### config.mk
export PLATFORM = sky130hd
export DESIGN_NAME = peripheral_irq_flags
export DESIGN_NICKNAME = d
export VERILOG_FILES = /design/src/logic/irq_flags_pkg.sv /design/src/logic/edge_sync.sv /design/src/logic/peripheral_irq_flags.sv
export SDC_FILE = /design/constraint.sdc
export NUM_CORES = 1
export LEC_CHECK = 0
export BUFFER_PORTS_ARGS = -buffer_cell sky130_fd_sc_hd__clkbuf_2
export CAP_MARGIN = 30
export CORE_ASPECT_RATIO = 1.25
export CORE_MARGIN = 2
export CORE_UTILIZATION = 40
export CTS_CLUSTER_SIZE = 28
export DETAILED_ROUTE_END_ITERATION = 6
export GPL_ROUTABILITY_DRIVEN = 0
export GPL_TIMING_DRIVEN = 0
export PLACE_DENSITY = 0.77
export SYNTH_ARGS = -nofsm -noshare
export SYNTH_HDL_FRONTEND = slang
export SYNTH_SLANG_ARGS = --single-unit
### constraint.sdc
create_clock -name clk_sys -period 2.5 [get_ports clk_sys]
set_input_delay 0.375 -clock clk_sys [delete_from_list [all_inputs] [get_ports clk_sys]]
set_output_delay 0.375 -clock clk_sys [all_outputs]
set_load 0.03 [all_outputs]
### src/logic/irq_flags_pkg.sv
// Package: register map, field positions and reset values of the request-flag block
package irq_flags_pkg;

  // Register byte offsets (AXI4-Lite word aligned)
  localparam logic [7:0] OFF_FLAGS_ONE   = 8'h00;
  localparam logic [7:0] OFF_FLAGS_TWO   = 8'h04;
  localparam logic [7:0] OFF_ENABLE_ONE  = 8'h08;
  localparam logic [7:0] OFF_ENABLE_TWO  = 8'h0c;
  localparam logic [7:0] OFF_POWER_CTRL  = 8'h10;
  localparam logic [7:0] OFF_CORE_CTRL   = 8'h14;

  // First flag register fields
  localparam int BIT_TIMER_ONE_COUNT_OVF  = 0;
  localparam int BIT_TMR2_MAT  = 1;
  localparam int BIT_CAPCMP1   = 2;
  localparam int BIT_SERIAL    = 3;

  // Second flag register fields
  localparam int BIT_CAPCMP2   = 0;
  localparam int BIT_UNUSED2   = 1;
  localparam int BIT_ULP_WAKE  = 2;
  localparam int BIT_BUS_COLL  = 3;
  localparam int BIT_EE_DONE   = 4;
  localparam int BIT_CMP1      = 5;
  localparam int BIT_CMP2      = 6;
  localparam int BIT_OSC_FAIL  = 7;

  // Power control fields
  localparam int BIT_BOR_STAT  = 0;
  localparam int BIT_POR_STAT  = 1;
  localparam int BIT_SW_BOR_EN = 4;
  localparam int BIT_ULP_EN    = 5;

  // Core control fields
  localparam int BIT_PERIPH_EN = 0;
  localparam int BIT_GLOBAL_EN = 1;

  // Implemented-bit masks and reset values
  localparam logic [7:0] MASK_FLAGS_ONE  = 8'h0f;
  localparam logic [7:0] MASK_FLAGS_TWO  = 8'hfd;
  localparam logic [7:0] MASK_POWER      = 8'h33;
  localparam logic [7:0] MASK_CORE       = 8'h03;
  localparam logic [7:0] RESET_FLAGS     = 8'h00;
  localparam logic [7:0] RESET_POWER     = 8'h10;
  localparam logic [1:0] BOR_MODE_SW     = 2'h1;

  // Capture/compare unit modes
  typedef enum logic [1:0] {
    CC_OFF,
    CC_CAPTURE,
    CC_COMPARE,
    CC_PWM
  } capcmp_mode_e;

  // Raw event pulses from peripherals
  typedef struct packed {
    logic timerOneOverflow;
    logic timerTwoMatch;
    logic capcmpOneCapture;
    logic capcmpOneMatch;
    logic capcmpTwoCapture;
    logic capcmpTwoMatch;
    logic serialDone;
    logic serialStopIdle;
    logic oscFail;
    logic eepromWriteDone;
    logic busCollision;
    logic ultraLowWake;
  } events_s;

endpackage

### src/logic/edge_sync.sv
// Two-flop synchroniser with change detector for a pin-level input
`timescale 1ns/1ps
`default_nettype none
module edge_sync (
  // Clock and reset
  input  wire logic clk_sys,
  input  wire logic rst_n,
  // Pin side
  input  wire logic pinLevel,
  // Synchronous side
  output logic      level,
  output logic      changed
);

  localparam logic [1:0] SETTLE_DONE = 2'h3;

  logic       stageOne;
  logic       stageTwo;
  logic       stageThree;
  logic [1:0] settle;

  // Stages keep shifting through reset so they hold the pin level on release
  always_ff @(posedge clk_sys) begin
    stageOne   <= pinLevel;
    stageTwo   <= stageOne;
    stageThree <= stageTwo;
  end

  // A pin idling high would fake an edge after reset; a change in these cycles is lost
  always_ff @(posedge clk_sys) begin
    if (!rst_n) begin
      settle <= 2'h0;
    end else if (settle != SETTLE_DONE) begin
      settle <= settle + 2'h1;
    end
  end

  // Change seen only after both synchroniser stages
  assign level   = stageTwo;
  assign changed = (settle == SETTLE_DONE) && (stageTwo ^ stageThree);

endmodule
`default_nettype wire

### src/logic/peripheral_irq_flags.sv
// Peripheral request flags, enables, power-control status and AXI4-Lite slave
//
// Overview of operation
// - Flags set on their condition regardless of any enable bit.
// - Event flags stay set until software writes zero.
// - Serial flag also sets on stop seen while idle in multi-master.
// - First register bit 2 sets on unit-1 capture or compare; unused in PWM.
// - First register bit 1 sets on timer-2 period match.
// - First register bit 0 sets on 16-bit timer-1 overflow.
// - Second register bit 7 sets on oscillator fail with internal switchover.
// - Second register bits 6 and 5 set on comparator output change.
// - Second register bit 4 sets when an EEPROM write completes.
// - Second register bit 3 sets on I2C master bus collision.
// - Second register bit 2 sets on ultra low-power wake-up.
// - Second register bit 0 sets on unit-2 capture or compare; unused in PWM.
// - Second register bit 1 reads zero; all bits reset to zero.
// - Power bit 5 enables wake-up current sink, resets to zero.
// - Power bit 4 enables brown-out, resets one, acts only in mode 01.
// - Power bit 1 cleared by power-on reset; software sets it.
// - Power bit 0 cleared by brown-out reset; software sets it.
// - Power bits 7-6 and 3-2 read zero.
// - Request reaches core only with flag, enable, peripheral enable and global enable.
//
// The address map and the AXI4-Lite register port are this design's own decisions.
`timescale 1ns/1ps
`default_nettype none
module peripheral_irq_flags (
  // Clock and reset
  input  wire logic                        clk_sys,
  input  wire logic                        rst_n,
  // Reset cause strobes from the reset generator
  input  wire logic                        powerOnReset,
  input  wire logic                        brownoutReset,
  // Configuration
  input  wire logic [1:0]                  brownout_config_mode,
  input  wire irq_flags_pkg::capcmp_mode_e capcmpOneMode,
  input  wire irq_flags_pkg::capcmp_mode_e capcmpTwoMode,
  input  wire logic                        serialMultiMaster,
  input  wire logic                        serialIdle,
  // Peripheral events, same clock
  input  wire irq_flags_pkg::events_s      events,
  // Comparator output pins
  input  wire logic                        comparator_one_output,
  input  wire logic                        comparator_two_output,
  // Core side
  output logic                             coreInterrupt,
  output logic                             ultra_low_wake_enable,
  output logic                             brownoutDetectEnable,
  // AXI4-Lite write address
  input  wire logic                        s_axi_awvalid,
  output logic                             s_axi_awready,
  input  wire logic [7:0]                  s_axi_awaddr,
  // AXI4-Lite write data
  input  wire logic                        s_axi_wvalid,
  output logic                             s_axi_wready,
  input  wire logic [31:0]                 s_axi_wdata,
  input  wire logic [3:0]                  s_axi_wstrb,
  // AXI4-Lite write response
  output logic                             s_axi_bvalid,
  input  wire logic                        s_axi_bready,
  output logic [1:0]                       s_axi_bresp,
  // AXI4-Lite read address
  input  wire logic                        s_axi_arvalid,
  output logic                             s_axi_arready,
  input  wire logic [7:0]                  s_axi_araddr,
  // AXI4-Lite read data
  output logic                             s_axi_rvalid,
  input  wire logic                        s_axi_rready,
  output logic [31:0]                      s_axi_rdata,
  output logic [1:0]                       s_axi_rresp
);

  localparam logic [1:0] RESP_OKAY   = 2'h0;
  localparam logic [1:0] RESP_SLVERR = 2'h2;

  function automatic logic knownOffset(input logic [7:0] addr);
    knownOffset = (addr == irq_flags_pkg::OFF_FLAGS_ONE)  ||
                  (addr == irq_flags_pkg::OFF_FLAGS_TWO)  ||
                  (addr == irq_flags_pkg::OFF_ENABLE_ONE) ||
                  (addr == irq_flags_pkg::OFF_ENABLE_TWO) ||
                  (addr == irq_flags_pkg::OFF_POWER_CTRL) ||
                  (addr == irq_flags_pkg::OFF_CORE_CTRL);
  endfunction

  // Pulse-width and off modes never set a capture/compare flag
  function automatic logic capcmpHit(input irq_flags_pkg::capcmp_mode_e mode,
                                     input logic                        capture,
                                     input logic                        match);
    capcmpHit = ((mode == irq_flags_pkg::CC_CAPTURE) && capture) ||
                ((mode == irq_flags_pkg::CC_COMPARE) && match);
  endfunction

  ////////////////////////////////////////////////////////////////////////////
  // Registers

  logic [7:0] flagsOne;
  logic [7:0] flagsTwo;
  logic [7:0] enableOne;
  logic [7:0] enableTwo;
  logic [7:0] powerCtrl;
  logic [7:0] coreCtrl;

  ////////////////////////////////////////////////////////////////////////////
  // Comparator change detection

  logic cmpOneChanged;
  logic cmpTwoChanged;

  edge_sync u_cmp_one (
    .clk_sys  (clk_sys),
    .rst_n    (rst_n),
    .pinLevel (comparator_one_output),
    .level    (),
    .changed  (cmpOneChanged)
  );

  edge_sync u_cmp_two (
    .clk_sys  (clk_sys),
    .rst_n    (rst_n),
    .pinLevel (comparator_two_output),
    .level    (),
    .changed  (cmpTwoChanged)
  );

  ////////////////////////////////////////////////////////////////////////////
  // Event qualification

  wire capOneHit = capcmpHit(capcmpOneMode, events.capcmpOneCapture,
                             events.capcmpOneMatch);
  wire capTwoHit = capcmpHit(capcmpTwoMode, events.capcmpTwoCapture,
                             events.capcmpTwoMatch);
  wire serialHit = events.serialDone ||
                   (events.serialStopIdle && serialMultiMaster && serialIdle);

  logic [7:0] setOne;
  logic [7:0] setTwo;

  always_comb begin
    setOne = 8'h00;
    setOne[irq_flags_pkg::BIT_TIMER_ONE_COUNT_OVF] = events.timerOneOverflow;
    setOne[irq_flags_pkg::BIT_TMR2_MAT] = events.timerTwoMatch;
    setOne[irq_flags_pkg::BIT_CAPCMP1]  = capOneHit;
    setOne[irq_flags_pkg::BIT_SERIAL]   = serialHit;
    setTwo = 8'h00;
    setTwo[irq_flags_pkg::BIT_CAPCMP2]  = capTwoHit;
    setTwo[irq_flags_pkg::BIT_ULP_WAKE] = events.ultraLowWake;
    setTwo[irq_flags_pkg::BIT_BUS_COLL] = events.busCollision;
    setTwo[irq_flags_pkg::BIT_EE_DONE]  = events.eepromWriteDone;
    setTwo[irq_flags_pkg::BIT_CMP1]     = cmpOneChanged;
    setTwo[irq_flags_pkg::BIT_CMP2]     = cmpTwoChanged;
    setTwo[irq_flags_pkg::BIT_OSC_FAIL] = events.oscFail;
  end

  ////////////////////////////////////////////////////////////////////////////
  // AXI4-Lite write path

  logic       awHeld;
  logic       wHeld;
  logic [7:0] awAddr;
  logic [7:0] wByte;
  logic       wStrb0;

  // The live strobe is gone once the data beat is taken; use the latched one
  wire wrFire    = awHeld && wHeld && !s_axi_bvalid;
  wire wrLaneOk  = wStrb0;
  wire wrKnown   = knownOffset(awAddr);
  wire wrFlags1  = wrFire && (awAddr == irq_flags_pkg::OFF_FLAGS_ONE) && wrLaneOk;
  wire wrFlags2  = wrFire && (awAddr == irq_flags_pkg::OFF_FLAGS_TWO) && wrLaneOk;
  wire wrEnable1 = wrFire && (awAddr == irq_flags_pkg::OFF_ENABLE_ONE) && wrLaneOk;
  wire wrEnable2 = wrFire && (awAddr == irq_flags_pkg::OFF_ENABLE_TWO) && wrLaneOk;
  wire wrPower   = wrFire && (awAddr == irq_flags_pkg::OFF_POWER_CTRL) && wrLaneOk;
  wire wrCore    = wrFire && (awAddr == irq_flags_pkg::OFF_CORE_CTRL) && wrLaneOk;

  assign s_axi_awready = !awHeld;
  assign s_axi_wready  = !wHeld;

  always_ff @(posedge clk_sys) begin
    if (!rst_n) begin
      awHeld <= 1'b0;
      wHeld  <= 1'b0;
      awAddr <= 8'h00;
      wByte  <= 8'h00;
    end else begin
      if (s_axi_awvalid && !awHeld) begin
        awHeld <= 1'b1;
        awAddr <= s_axi_awaddr;
      end else if (wrFire) begin
        awHeld <= 1'b0;
      end
      if (s_axi_wvalid && !wHeld) begin
        wHeld <= 1'b1;
        wByte <= s_axi_wdata[7:0];
      end else if (wrFire) begin
        wHeld <= 1'b0;
      end
    end
  end

  // Lane 0 strobe is latched with the data
  always_ff @(posedge clk_sys) begin
    if (!rst_n) begin
      wStrb0 <= 1'b0;
    end else if (s_axi_wvalid && !wHeld) begin
      wStrb0 <= s_axi_wstrb[0];
    end
  end

  always_ff @(posedge clk_sys) begin
    if (!rst_n) begin
      s_axi_bvalid <= 1'b0;
      s_axi_bresp  <= RESP_OKAY;
    end else if (wrFire) begin
      s_axi_bvalid <= 1'b1;
      s_axi_bresp  <= wrKnown ? RESP_OKAY : RESP_SLVERR;
    end else if (s_axi_bready) begin
      s_axi_bvalid <= 1'b0;
    end
  end

  ////////////////////////////////////////////////////////////////////////////
  // Flag and control registers

  // Software may only clear or set; a hardware set always wins the cycle
  wire [7:0] next_flagsOne = (((wrFlags1 && wStrb0) ? wByte : flagsOne) | setOne)
                             & irq_flags_pkg::MASK_FLAGS_ONE;
  wire [7:0] next_flagsTwo = (((wrFlags2 && wStrb0) ? wByte : flagsTwo) | setTwo)
                             & irq_flags_pkg::MASK_FLAGS_TWO;

  // Reset strobes clear status after any software write in the same cycle
  logic [7:0] next_power;
  always_comb begin
    next_power = (wrPower && wStrb0) ? (wByte & irq_flags_pkg::MASK_POWER) : powerCtrl;
    if (powerOnReset) begin
      next_power[irq_flags_pkg::BIT_POR_STAT] = 1'b0;
    end
    if (brownoutReset) begin
      next_power[irq_flags_pkg::BIT_BOR_STAT] = 1'b0;
    end
  end

  always_ff @(posedge clk_sys) begin
    if (!rst_n) begin
      flagsOne  <= irq_flags_pkg::RESET_FLAGS;
      flagsTwo  <= irq_flags_pkg::RESET_FLAGS;
      enableOne <= 8'h00;
      enableTwo <= 8'h00;
      powerCtrl <= irq_flags_pkg::RESET_POWER;
      coreCtrl  <= 8'h00;
    end else begin
      flagsOne  <= next_flagsOne;
      flagsTwo  <= next_flagsTwo;
      powerCtrl <= next_power;
      if (wrEnable1 && wStrb0) begin
        enableOne <= wByte & irq_flags_pkg::MASK_FLAGS_ONE;
      end
      if (wrEnable2 && wStrb0) begin
        enableTwo <= wByte & irq_flags_pkg::MASK_FLAGS_TWO;
      end
      if (wrCore && wStrb0) begin
        coreCtrl <= wByte & irq_flags_pkg::MASK_CORE;
      end
    end
  end

  ////////////////////////////////////////////////////////////////////////////
  // Core-facing outputs

  wire anyPending = |(flagsOne & enableOne) || |(flagsTwo & enableTwo);
  wire next_coreInterrupt = anyPending && coreCtrl[irq_flags_pkg::BIT_PERIPH_EN]
                            && coreCtrl[irq_flags_pkg::BIT_GLOBAL_EN];
  wire next_bodEnable = (brownout_config_mode == irq_flags_pkg::BOR_MODE_SW)
                        && powerCtrl[irq_flags_pkg::BIT_SW_BOR_EN];

  always_ff @(posedge clk_sys) begin
    if (!rst_n) begin
      coreInterrupt         <= 1'b0;
      ultra_low_wake_enable <= 1'b0;
      brownoutDetectEnable  <= 1'b0;
    end else begin
      coreInterrupt         <= next_coreInterrupt;
      ultra_low_wake_enable <= powerCtrl[irq_flags_pkg::BIT_ULP_EN];
      brownoutDetectEnable  <= next_bodEnable;
    end
  end

  ////////////////////////////////////////////////////////////////////////////
  // AXI4-Lite read path

  logic [7:0] readMux;
  always_comb begin
    unique case (s_axi_araddr)
      irq_flags_pkg::OFF_FLAGS_ONE:  readMux = flagsOne;
      irq_flags_pkg::OFF_FLAGS_TWO:  readMux = flagsTwo;
      irq_flags_pkg::OFF_ENABLE_ONE: readMux = enableOne;
      irq_flags_pkg::OFF_ENABLE_TWO: readMux = enableTwo;
      irq_flags_pkg::OFF_POWER_CTRL: readMux = powerCtrl;
      irq_flags_pkg::OFF_CORE_CTRL:  readMux = coreCtrl;
      default:                       readMux = 8'h00;
    endcase
  end

  assign s_axi_arready = !s_axi_rvalid;

  always_ff @(posedge clk_sys) begin
    if (!rst_n) begin
      s_axi_rvalid <= 1'b0;
      s_axi_rdata  <= 32'h0000_0000;
      s_axi_rresp  <= RESP_OKAY;
    end else if (s_axi_arvalid && !s_axi_rvalid) begin
      s_axi_rvalid <= 1'b1;
      s_axi_rdata  <= {24'h00_0000, readMux};
      s_axi_rresp  <= knownOffset(s_axi_araddr) ? RESP_OKAY : RESP_SLVERR;
    end else if (s_axi_rready) begin
      s_axi_rvalid <= 1'b0;
    end
  end

endmodule
`default_nettype wire

---- Yosys cells after proc, flatten, opt, wreduce, memory -nomap -nowiden ----
Cells that the tools add are included.
word-level totals
  flip-flop bits (word level) ............. 75
  output and inout bits ................... 44
  input bits .............................. 83
cells by class
  reductions and logical operators ........ 62
  multiplexer cells ....................... 12
  bitwise logic cells ..................... 7
  equal/unequal tests ..................... 19
  $add $sub $neg .......................... 2
operators with widths
  cell                                            count
  case mux 8 bit (6 select lines)                 1
  logical AND 1 bit                               34
  == test 8 x 4 -> 1 bit (second input constant)  4
  == test 8 x 5 -> 1 bit (second input constant)  4
  == test 8 x 3 -> 1 bit (second input constant)  2
  zero test 8 bit                                 2
  OR reduction 8 bit                              2
  logical OR 1 bit                                14
  AND 8 bit                                       1
  == test 2 bit (second input constant)           4
  2-to-1 mux 8 bit                                1
  bitwise OR 8 bit                                1
  nonzero test 2 bit                              4
  2-to-1 mux 1 bit                                7
  == test 2 x 1 -> 1 bit (second input constant)  3
  adder 2 x 1 -> 2 bit (second input constant)    2
  AND 4 bit                                       1
  zero test 1 bit                                 4
  2-to-1 mux 2 bit                                2
  2-to-1 mux 4 bit                                1
  inequality test 2 bit (second input constant)   2
  bitwise OR 4 bit                                1
  OR reduction 2 bit                              2
  bitwise XOR 1 bit                               2
  NOT 1 bit                                       1

---- Longest topological paths before layout ----
Gate-level depths: netlist of the first run.
  depth in word-level cells ............... 7
  depth in mapped cells ................... 5
  mapped depth without buffers ............ 4

---- Modules after synthesis ----
A second synthesis of the first run with hierarchy kept.
unflattened totals
  cell total of the unflattened synthesis .. 323
  area, all modules ....................... 3,199.3 um^2
by module, submodules not included
  module                sequential area each (um^2)  times used  cells each  area each (um^2)
  peripheral_irq_flags  1,241.2                      1           299         2,879.0
  edge_sync             100.1                        2           12          160.2

---- Worst setup path after synthesis of the first run ----
No wires, ideal clock.
  kind .................................... flip-flop to flip-flop
  start ................................... register awAddr[1]
  end ..................................... register enableTwo[0]
  arrival ................................. 1,758 ps
  path buffers ............................ 1
  setup slack ............................. 626 ps
  period minus slack after synthesis ...... 1,874 ps
  cell stages (with the launch flop) ...... 6
  required time ........................... 2,384 ps
  setup time .............................. 116 ps
  cell sequence ........................... dfxtp_1 or4_4 buf_6 nor4_4 mux2i_1 nor2b_1
between the ends
  longest elaborated chain between the ends .. 4
RTL lines
  item                             line                         text
  start: declaration               peripheral_irq_flags.sv:159  logic [7:0] awAddr;
  start signal: assignment         peripheral_irq_flags.sv:186  awAddr <= s_axi_awaddr;
  == test 8 x 4 -> 1 bit           peripheral_irq_flags.sv:170  wire wrEnable2 = wrFire && (awAddr == irq_flags_pkg::OFF_ENABLE_TWO) && wrLaneOk;
  logical AND 1 bit (2 in series)  peripheral_irq_flags.sv:170
  logical AND 1 bit                peripheral_irq_flags.sv:256  if (wrEnable2 && wStrb0) begin
  end signal: assignment           peripheral_irq_flags.sv:257  enableTwo <= wByte & irq_flags_pkg::MASK_FLAGS_TWO;
  end: declaration                 peripheral_irq_flags.sv:99   logic [7:0] enableTwo;
No other way between the ends.
A chain may end at the register's enable or synchronous reset.

---- Final worst setup path of the first run ----
  start ................................... register awAddr[1]
  end ..................................... register enableTwo[3]
Same word-level chain as after synthesis.

==> results.py, run 1 <==
metrics = {
    "outcome": {
        "outcome": "finished with violations",
        "violations": "DRC",
    },
    "clock_network": {
        "tritoncts": "yes",
        "path_clk_slew_ns": 0.07,
        "ctsResizeCount": 0,
        "clkLatencyLatePin_ns": 0.35,
        "clk_path_buf_depth": 2,
        "cts_root_buf": "clkbuf_8",
        "ctsHoldBuffers": 0,
        "cts_sinks": 72,
        "cts_htree_levels": 3,
        "cts_setup_buffers": 0,
        "cts_buffers": 9,
    },
    "logic_synthesis": {
        "synth.area.mux_share": 0.1326,
        "synth_compound_area_frac": 0.1131,
        "yosysWarnings": 0,
        "async_reset_ff_frac": 0,
        "synth_xor_area_frac": 0.01049,
        "synth-seq-cells": 72,
        "yosysSeqAreaShare": 0.4315,
        "synth_ff_type": "dfxtp_1",
        "synth-simple-area-share": 0.2206,
        "synth_top_family_by_area": "simple AND/OR/NAND/NOR gates",
        "synth_edf_count": 0,
        "syn_area_um2": 3341,
        "synthDistinctLibCells": 53,
        "synth_cells": 335,
        "yosys.area_share.adder": 0.007491,
        "synth.avg_cell_area_um2": 9.972,
    },
    "sta": {
        "rsz0062_at_grt": "no",
        "layout_min_cycle_time_ns": 2.090,
        "setup_viol": 0,
        "finalHoldViolCount": 0,
        "fin_crit_sh": 0.8359,
        "final_max_slew_viol_count": 0,
        "slew-limit-headroom": 0.4545,
        "tightest_slew_ns": 0.7977,
        "fmaxAchievable_mhz": 478.5,
        "skew_ns": 0.01239,
        "final.setup.tns_ns": 0,
    },
    "grt": {
        "overflow": 0,
        "antenna_found_initial": 0,
        "grt_max_degree": 13,
        "grt_pass1_wl_um": 12050,
        "grt_usage": 0.1706,
        "grt_pass1_vias": 2518,
    },
    "route": {
        "routed_wl_um": 7546,
        "drt_iter0_markers": 158,
        "vias": 2690,
        "drtPass1Iterations": 7,
        "ant_nets": 0,
        "drc": 8,
        "viasPerCell": 4.945,
        "wl_per_cell_um": 13.87,
    },
    "critical_path": {
        "path_cells": "or4_4 -> buf_6 -> nor4_4 -> mux2i_1 -> nor2b_1",
        "r2r_start": "awAddr[1]",
        "cp-startpoint": "awAddr[1]",
        "critPathMaxFanout": 7,
        "crit_path_start_kind": "flip-flop",
        "cp_data_arrival_time_ns": 2.33,
        "endpoint_kind": "flip-flop",
        "critPathRequiredTime_ns": 2.74,
        "crit_path_max_incr_delay_ns": 0.64,
        "path_class": "flip-flop to flip-flop",
        "critical_path.slowest_cell": "nor4_4",
    },
    "floorplanning": {
        "start_util": 0.4077,
        "rows": 37,
        "ios": 127,
        "die_x_um": 85.74,
        "core_um2": 8194,
        "die_height_um": 106.2,
        "die_area_um2": 9103,
    },
    "cells_and_area": {
        "antenna_cells": 0,
        "nets": 528,
        "syn_to_final_growth_pct": 23.07,
        "utilization": 0.5018,
        "mostFrequentLayoutCells": "dfxtp_1, clkbuf_2, mux2i_1",
        "drive_above_1_share": 0.2819,
    },
    "worst_hold_path": {
        "hold_path.class": "input port to flip-flop",
        "hp-start": "comparator_two_output",
    },
    "power": {
        "vdd_drop_max_mv": 0.3167,
        "p_per_area_nw_per_um2": 617.9,
        "p_leak_nw": 1.729,
    },
    "job": {
        "max-cap-violations": 0,
    },
    "place": {
        "port-buffer-count": 72,
        "dp_hpwl_um": 5905,
    },
}
-- metrics by stage --
stage               setup slack (ns)  area [um2]  total power, mW  cells  hold WS (ns)
finish                        0.4101        4111            2.540    544        0.1215
global route                  0.2933        4111            2.650    544        0.1112
CTS                           0.4038        4111            2.560    544        0.1018
detailed placement            0.2899        3916            1.651    529        0.3121
global placement              0.3489        3916            1.633    529        0.3119
floorplan                     0.6258        3435            1.538    360        0.3096
-- Yosys cell counts (2+ instances only) --
cell type,number,area share
or3_1,5,0.0094
a21oi_1,5,0.0075
ha_1,2,0.0075
or4bb_1,2,0.0067
a31oi_1,2,0.0037
nor4_4,3,0.019
nor2_1,9,0.010
nor2b_1,30,0.056
inv_1,6,0.0067
a21boi_0,18,0.040
o21a_1,2,0.0045
clkbuf_1,13,0.015
and2_1,3,0.0056
a221oi_1,2,0.0052
buf_4,26,0.058
a22o_1,2,0.0052
nand3b_1,5,0.011
mux2i_1,33,0.099
nand4b_1,2,0.0052
nand4_1,3,0.0056
mux4_2,3,0.020
nand3_1,5,0.0075
mux2_2,4,0.013
nor3b_1,3,0.0067
nor4_1,2,0.0037
xor2_1,2,0.0052
and3_1,3,0.0056
o21ai_0,6,0.0090
nand2b_1,2,0.0037
o311a_1,5,0.015
a22oi_1,2,0.0045
xnor2_1,2,0.0052
dfxtp_1,72,0.43
nand2_1,32,0.036
-- critical path, delay by kind of cell (launching register included) --
family	cells	cell delay, ns
buf+inv	1	0.16
flops	1	0.33
simple gates	3	1.23
mux	1	0.27
-- area by class of cell --
cell class | instances | area [um2]
buffer | 40 | 255.2
tap | 97 | 121.4
sequential | 72 | 1441
clock inverter | 4 | 53.80
multi-input combinational | 242 | 1715
inverter | 6 | 22.52
timing repair buffer | 72 | 360.3
fill | 788 | 4083
clock buffer | 11 | 141.4
-- layer usage --
| metal | track usage | vias up | share of wire |
|---|---|---|---|
| li1 | - | 1359 | - |
| met1 | 0.2053 | 1230 | 0.45 |
| met2 | 0.2924 | 89 | 0.48 |
| met3 | 0.04037 | 12 | 0.056 |
| met4 | 0.06463 | 0 | 0.019 |
| met5 | 0 | - | 0 |
-- where the power goes --
part	total [mW]	switching, mW	internal (mW)	leakage [nW]
combinational	0.364	0.201	0.163	1.05
sequential	1.26	0.0553	1.20	0.590
clock	0.917	0.430	0.486	0.0920
-- final timing paths --
| check | slack [ns] | end | depth (start not counted) |
|---|---|---|---|
| hold reg to reg | 0.33 | u_cmp_two.level | 0 |
| hold / removal | 0.12 | u_cmp_two.stageOne | 1 |
| setup reg to reg | 0.41 | enableTwo[3] | 5 |
| setup / recovery | 0.41 | enableTwo[3] | 5 |
-- kinds of logic (layout without fill, tap and decap cells) --
family / count (synthesis) / count (layout)
AOI/OAI and AO/OA: 51 / 51
xor gates and xnor gates: 4 / 4
adders and majority gates: 2 / 2
buffers and inverters: 46 / 133
DFF: 72 / 72
muxes: 40 / 40
other: 1 / 26
and+or+nand+nor: 119 / 119
-- state kept, by name, summed over array words and instances (netlist names), 2 cells and up --
name,count
powerCtrl,4
awAddr,8
u_cmp_one.settle,2
s_axi_rdata,8
flagsTwo,7
coreCtrl,2
enableOne,4
flagsOne,4
enableTwo,7
wByte,8
u_cmp_two.settle,2
No activity file was read; power rests on OpenSTA's default activity.
==> inputs of run 2 (changes only) <==
PLACE_DENSITY = 0.8   (was 0.77)
clock period = 1.9 ns   (was 2.5 ns; I/O delays follow)
==> run 2 against run 1 <==
Net effect: the run still ends with DRC left; clock-buffer cell count shrank 1; sequential power up 32%; clock skew down 0.0040 ns; routed wire length up 1.3%; first-iteration DRC count fell by 18%; hold slack got worse by 0.092 ns; utilization rose by 0.95 points; sequential cell count is the same; die area did not move; sequential share of layout area decreased by 0.56 points; highest routed layer unchanged.
==> results.py, run 2 (synthesized netlist as in run 1, its figures left out) <==
metrics = {
    "critical_path": {
        "path_cells": "or4bb_1 -> nor4_4 -> buf_4 -> mux2i_1 -> nor2b_1",
        "critPathMaxFanout": 7,
        "r2r_slack_ns": 0.1,
        "cp_data_arrival_time_ns": 2.05,
        "endpoint_kind": "flip-flop",
        "critical_path.slowest_cell": "or4bb_1",
        "crit_path_start_kind": "flip-flop",
        "cp_top_family": "simple AND/OR/NAND/NOR gates",
        "crit_path_max_incr_delay_ns": 0.56,
        "r2r_start": "wStrb0",
        "ff2ff_path_depth": 5,
        "timing.rr.end": "enableOne[2]",
        "path_class": "flip-flop to flip-flop",
        "crit_buf_inv": 1,
        "critPathRequiredTime_ns": 2.14,
        "cp-startpoint": "wStrb0",
    },
    "place": {
        "placed_cell_area_um2": 3916,
        "port-buffer-count": 72,
        "dp_hpwl_um": 5860,
        "dp_cells": 529,
    },
    "cells_and_area": {
        "fillCellCount": 754,
        "syn_to_final_growth_pct": 25.39,
        "layout.cells.non_filler": 551,
        "fin_area_um2": 4189,
        "final_common_cell": "clkbuf_2",
        "reg_top3": "awAddr x8, s_axi_rdata x8, wByte x8",
        "utilization": 0.5112,
        "drive_above_1_share": 0.3018,
        "nets": 534,
        "mostFrequentLayoutCells": "clkbuf_2, dfxtp_1, mux2i_1",
        "antenna_cells": 0,
    },
    "power": {
        "p_switching_mw": 0.9293,
        "power_frac_seq": 0.491,
        "combPwrFrac": 0.143,
        "sw_frac_of_total": 0.2753,
        "clkPwrFrac": 0.367,
        "p_int_mw": 2.446,
        "p_per_area_nw_per_um2": 805.7,
        "vdd_drop_max_mv": 0.4965,
        "total_power_mw": 3.375,
        "p_leak_nw": 1.772,
    },
    "sta": {
        "setup_viol": 0,
        "fin_crit_sh": 0.9488,
        "layout_min_cycle_time_ns": 1.803,
        "slew-limit-headroom": 0.5145,
        "skew_ns": 0.008370,
        "finalHoldViolCount": 0,
        "final_max_slew_viol_count": 0,
        "final.setup.tns_ns": 0,
        "tightest_slew_ns": 0.7098,
        "fmaxAchievable_mhz": 554.7,
        "rsz0062_at_grt": "no",
    },
    "floorplanning": {
        "core_um2": 8194,
        "die_x_um": 85.74,
        "rows": 37,
        "die_height_um": 106.2,
        "ios": 127,
        "start_util": 0.4077,
        "die_area_um2": 9103,
    },
    "worst_hold_path": {
        "hold_depth": 1,
        "hp-start": "comparator_one_output",
        "hold_end": "u_cmp_one.stageOne",
        "hold_path.class": "input port to flip-flop",
    },
    "grt": {
        "overflow": 0,
        "grt_pass1_wl_um": 12390,
        "grt_usage": 0.1755,
        "grt_max_degree": 14,
        "antenna_found_initial": 0,
        "grt_pass1_vias": 2652,
    },
    "route": {
        "viasPerCell": 4.902,
        "vias": 2701,
        "ant_nets": 0,
        "drc": 9,
        "routed_wl_um": 7646,
        "drt_iter0_markers": 129,
        "wl_per_cell_um": 13.88,
        "drtPass1Iterations": 7,
    },
    "clock_network": {
        "cts_htree_levels": 3,
        "clk_path_buf_depth": 2,
        "tritoncts": "yes",
        "ctsHoldBuffers": 0,
        "clkLatencyLatePin_ns": 0.35,
        "cts_sinks": 72,
        "cts_root_buf": "clkbuf_8",
        "cts_buffers": 9,
        "path_clk_slew_ns": 0.08,
    },
    "outcome": {
        "violations": "DRC",
        "outcome": "finished with violations",
    },
    "job": {
        "max-cap-violations": 0,
    },
}
[run 2: area by class of cell]
type                    instances  area, um2  share of cell area
plain buffers                  40      255.2             0.06093
clock buffers                  10      137.6             0.03286
clock inverters                 6      65.06             0.01553
inverters                       6      22.52            0.005376
multi-input cells             242       1737              0.4146
flip-flops and latches         72       1445              0.3450
well taps                      97      121.4             0.02897
repair buffers                 78      405.4             0.09677
[run 2: worst max-delay path by stage]
stage	endpoint	depth (start not counted)	slack, ns
2_1_floorplan	enableTwo[0]	5	0.03
3_3_place_gp	s_axi_rdata[4]	5	-0.19
3_5_place_dp	s_axi_rdata[5]	5	-0.24
4_1_cts	enableOne[3]	5	0.02
5_1_grt	s_axi_rdata[4]	5	0.007
6_report	enableOne[2]	5	0.1
[run 2: metal layers]
layer / track usage / up-vias / routed length, um
met1: 0.2126 / 1229 / 3360
met3: 0.04348 / 17 / 462
met4: 0.08050 / 0 / 210
li1: - / 1365 / -
met2: 0.2907 / 90 / 3613
met5: 0 / - / 0
[run 2: stage by stage]
step | setup slack, ns | hold WS (ns)
final | 0.09719 | 0.02924
after global routing | 0.007187 | 0.004923
after CTS | 0.01585 | 0.01559
after detailed placement | -0.2373 | 0.3143
after global placement | -0.1941 | 0.3116
after floorplan | 0.02581 | 0.3096
[run 2: power groups by stage]
stage	logic, mW	registers (mW)	clock network (mW)
finish	0.482	1.66	1.24
global route	0.529	1.67	1.32
CTS	0.483	1.65	1.26
detailed placement	0.481	1.69	0
global placement	0.468	1.68	0
floorplan	0.343	1.68	0
[run 2: worst reg2reg max path: cells and delay by family, from the launching register on]
| family | cells | cell delay (ns) |
|---|---|---|
| buf+inv | 1 | 0.18 |
| mux | 1 | 0.19 |
| flops | 1 | 0.44 |
| simple gates | 3 | 0.88 |
[run 2: what timing repair did]
action,in CTS,in global routing
buffers inserted,5,1
pin swaps,3,1
endpoints found under the setup margin,13,16
resized for setup,0,5
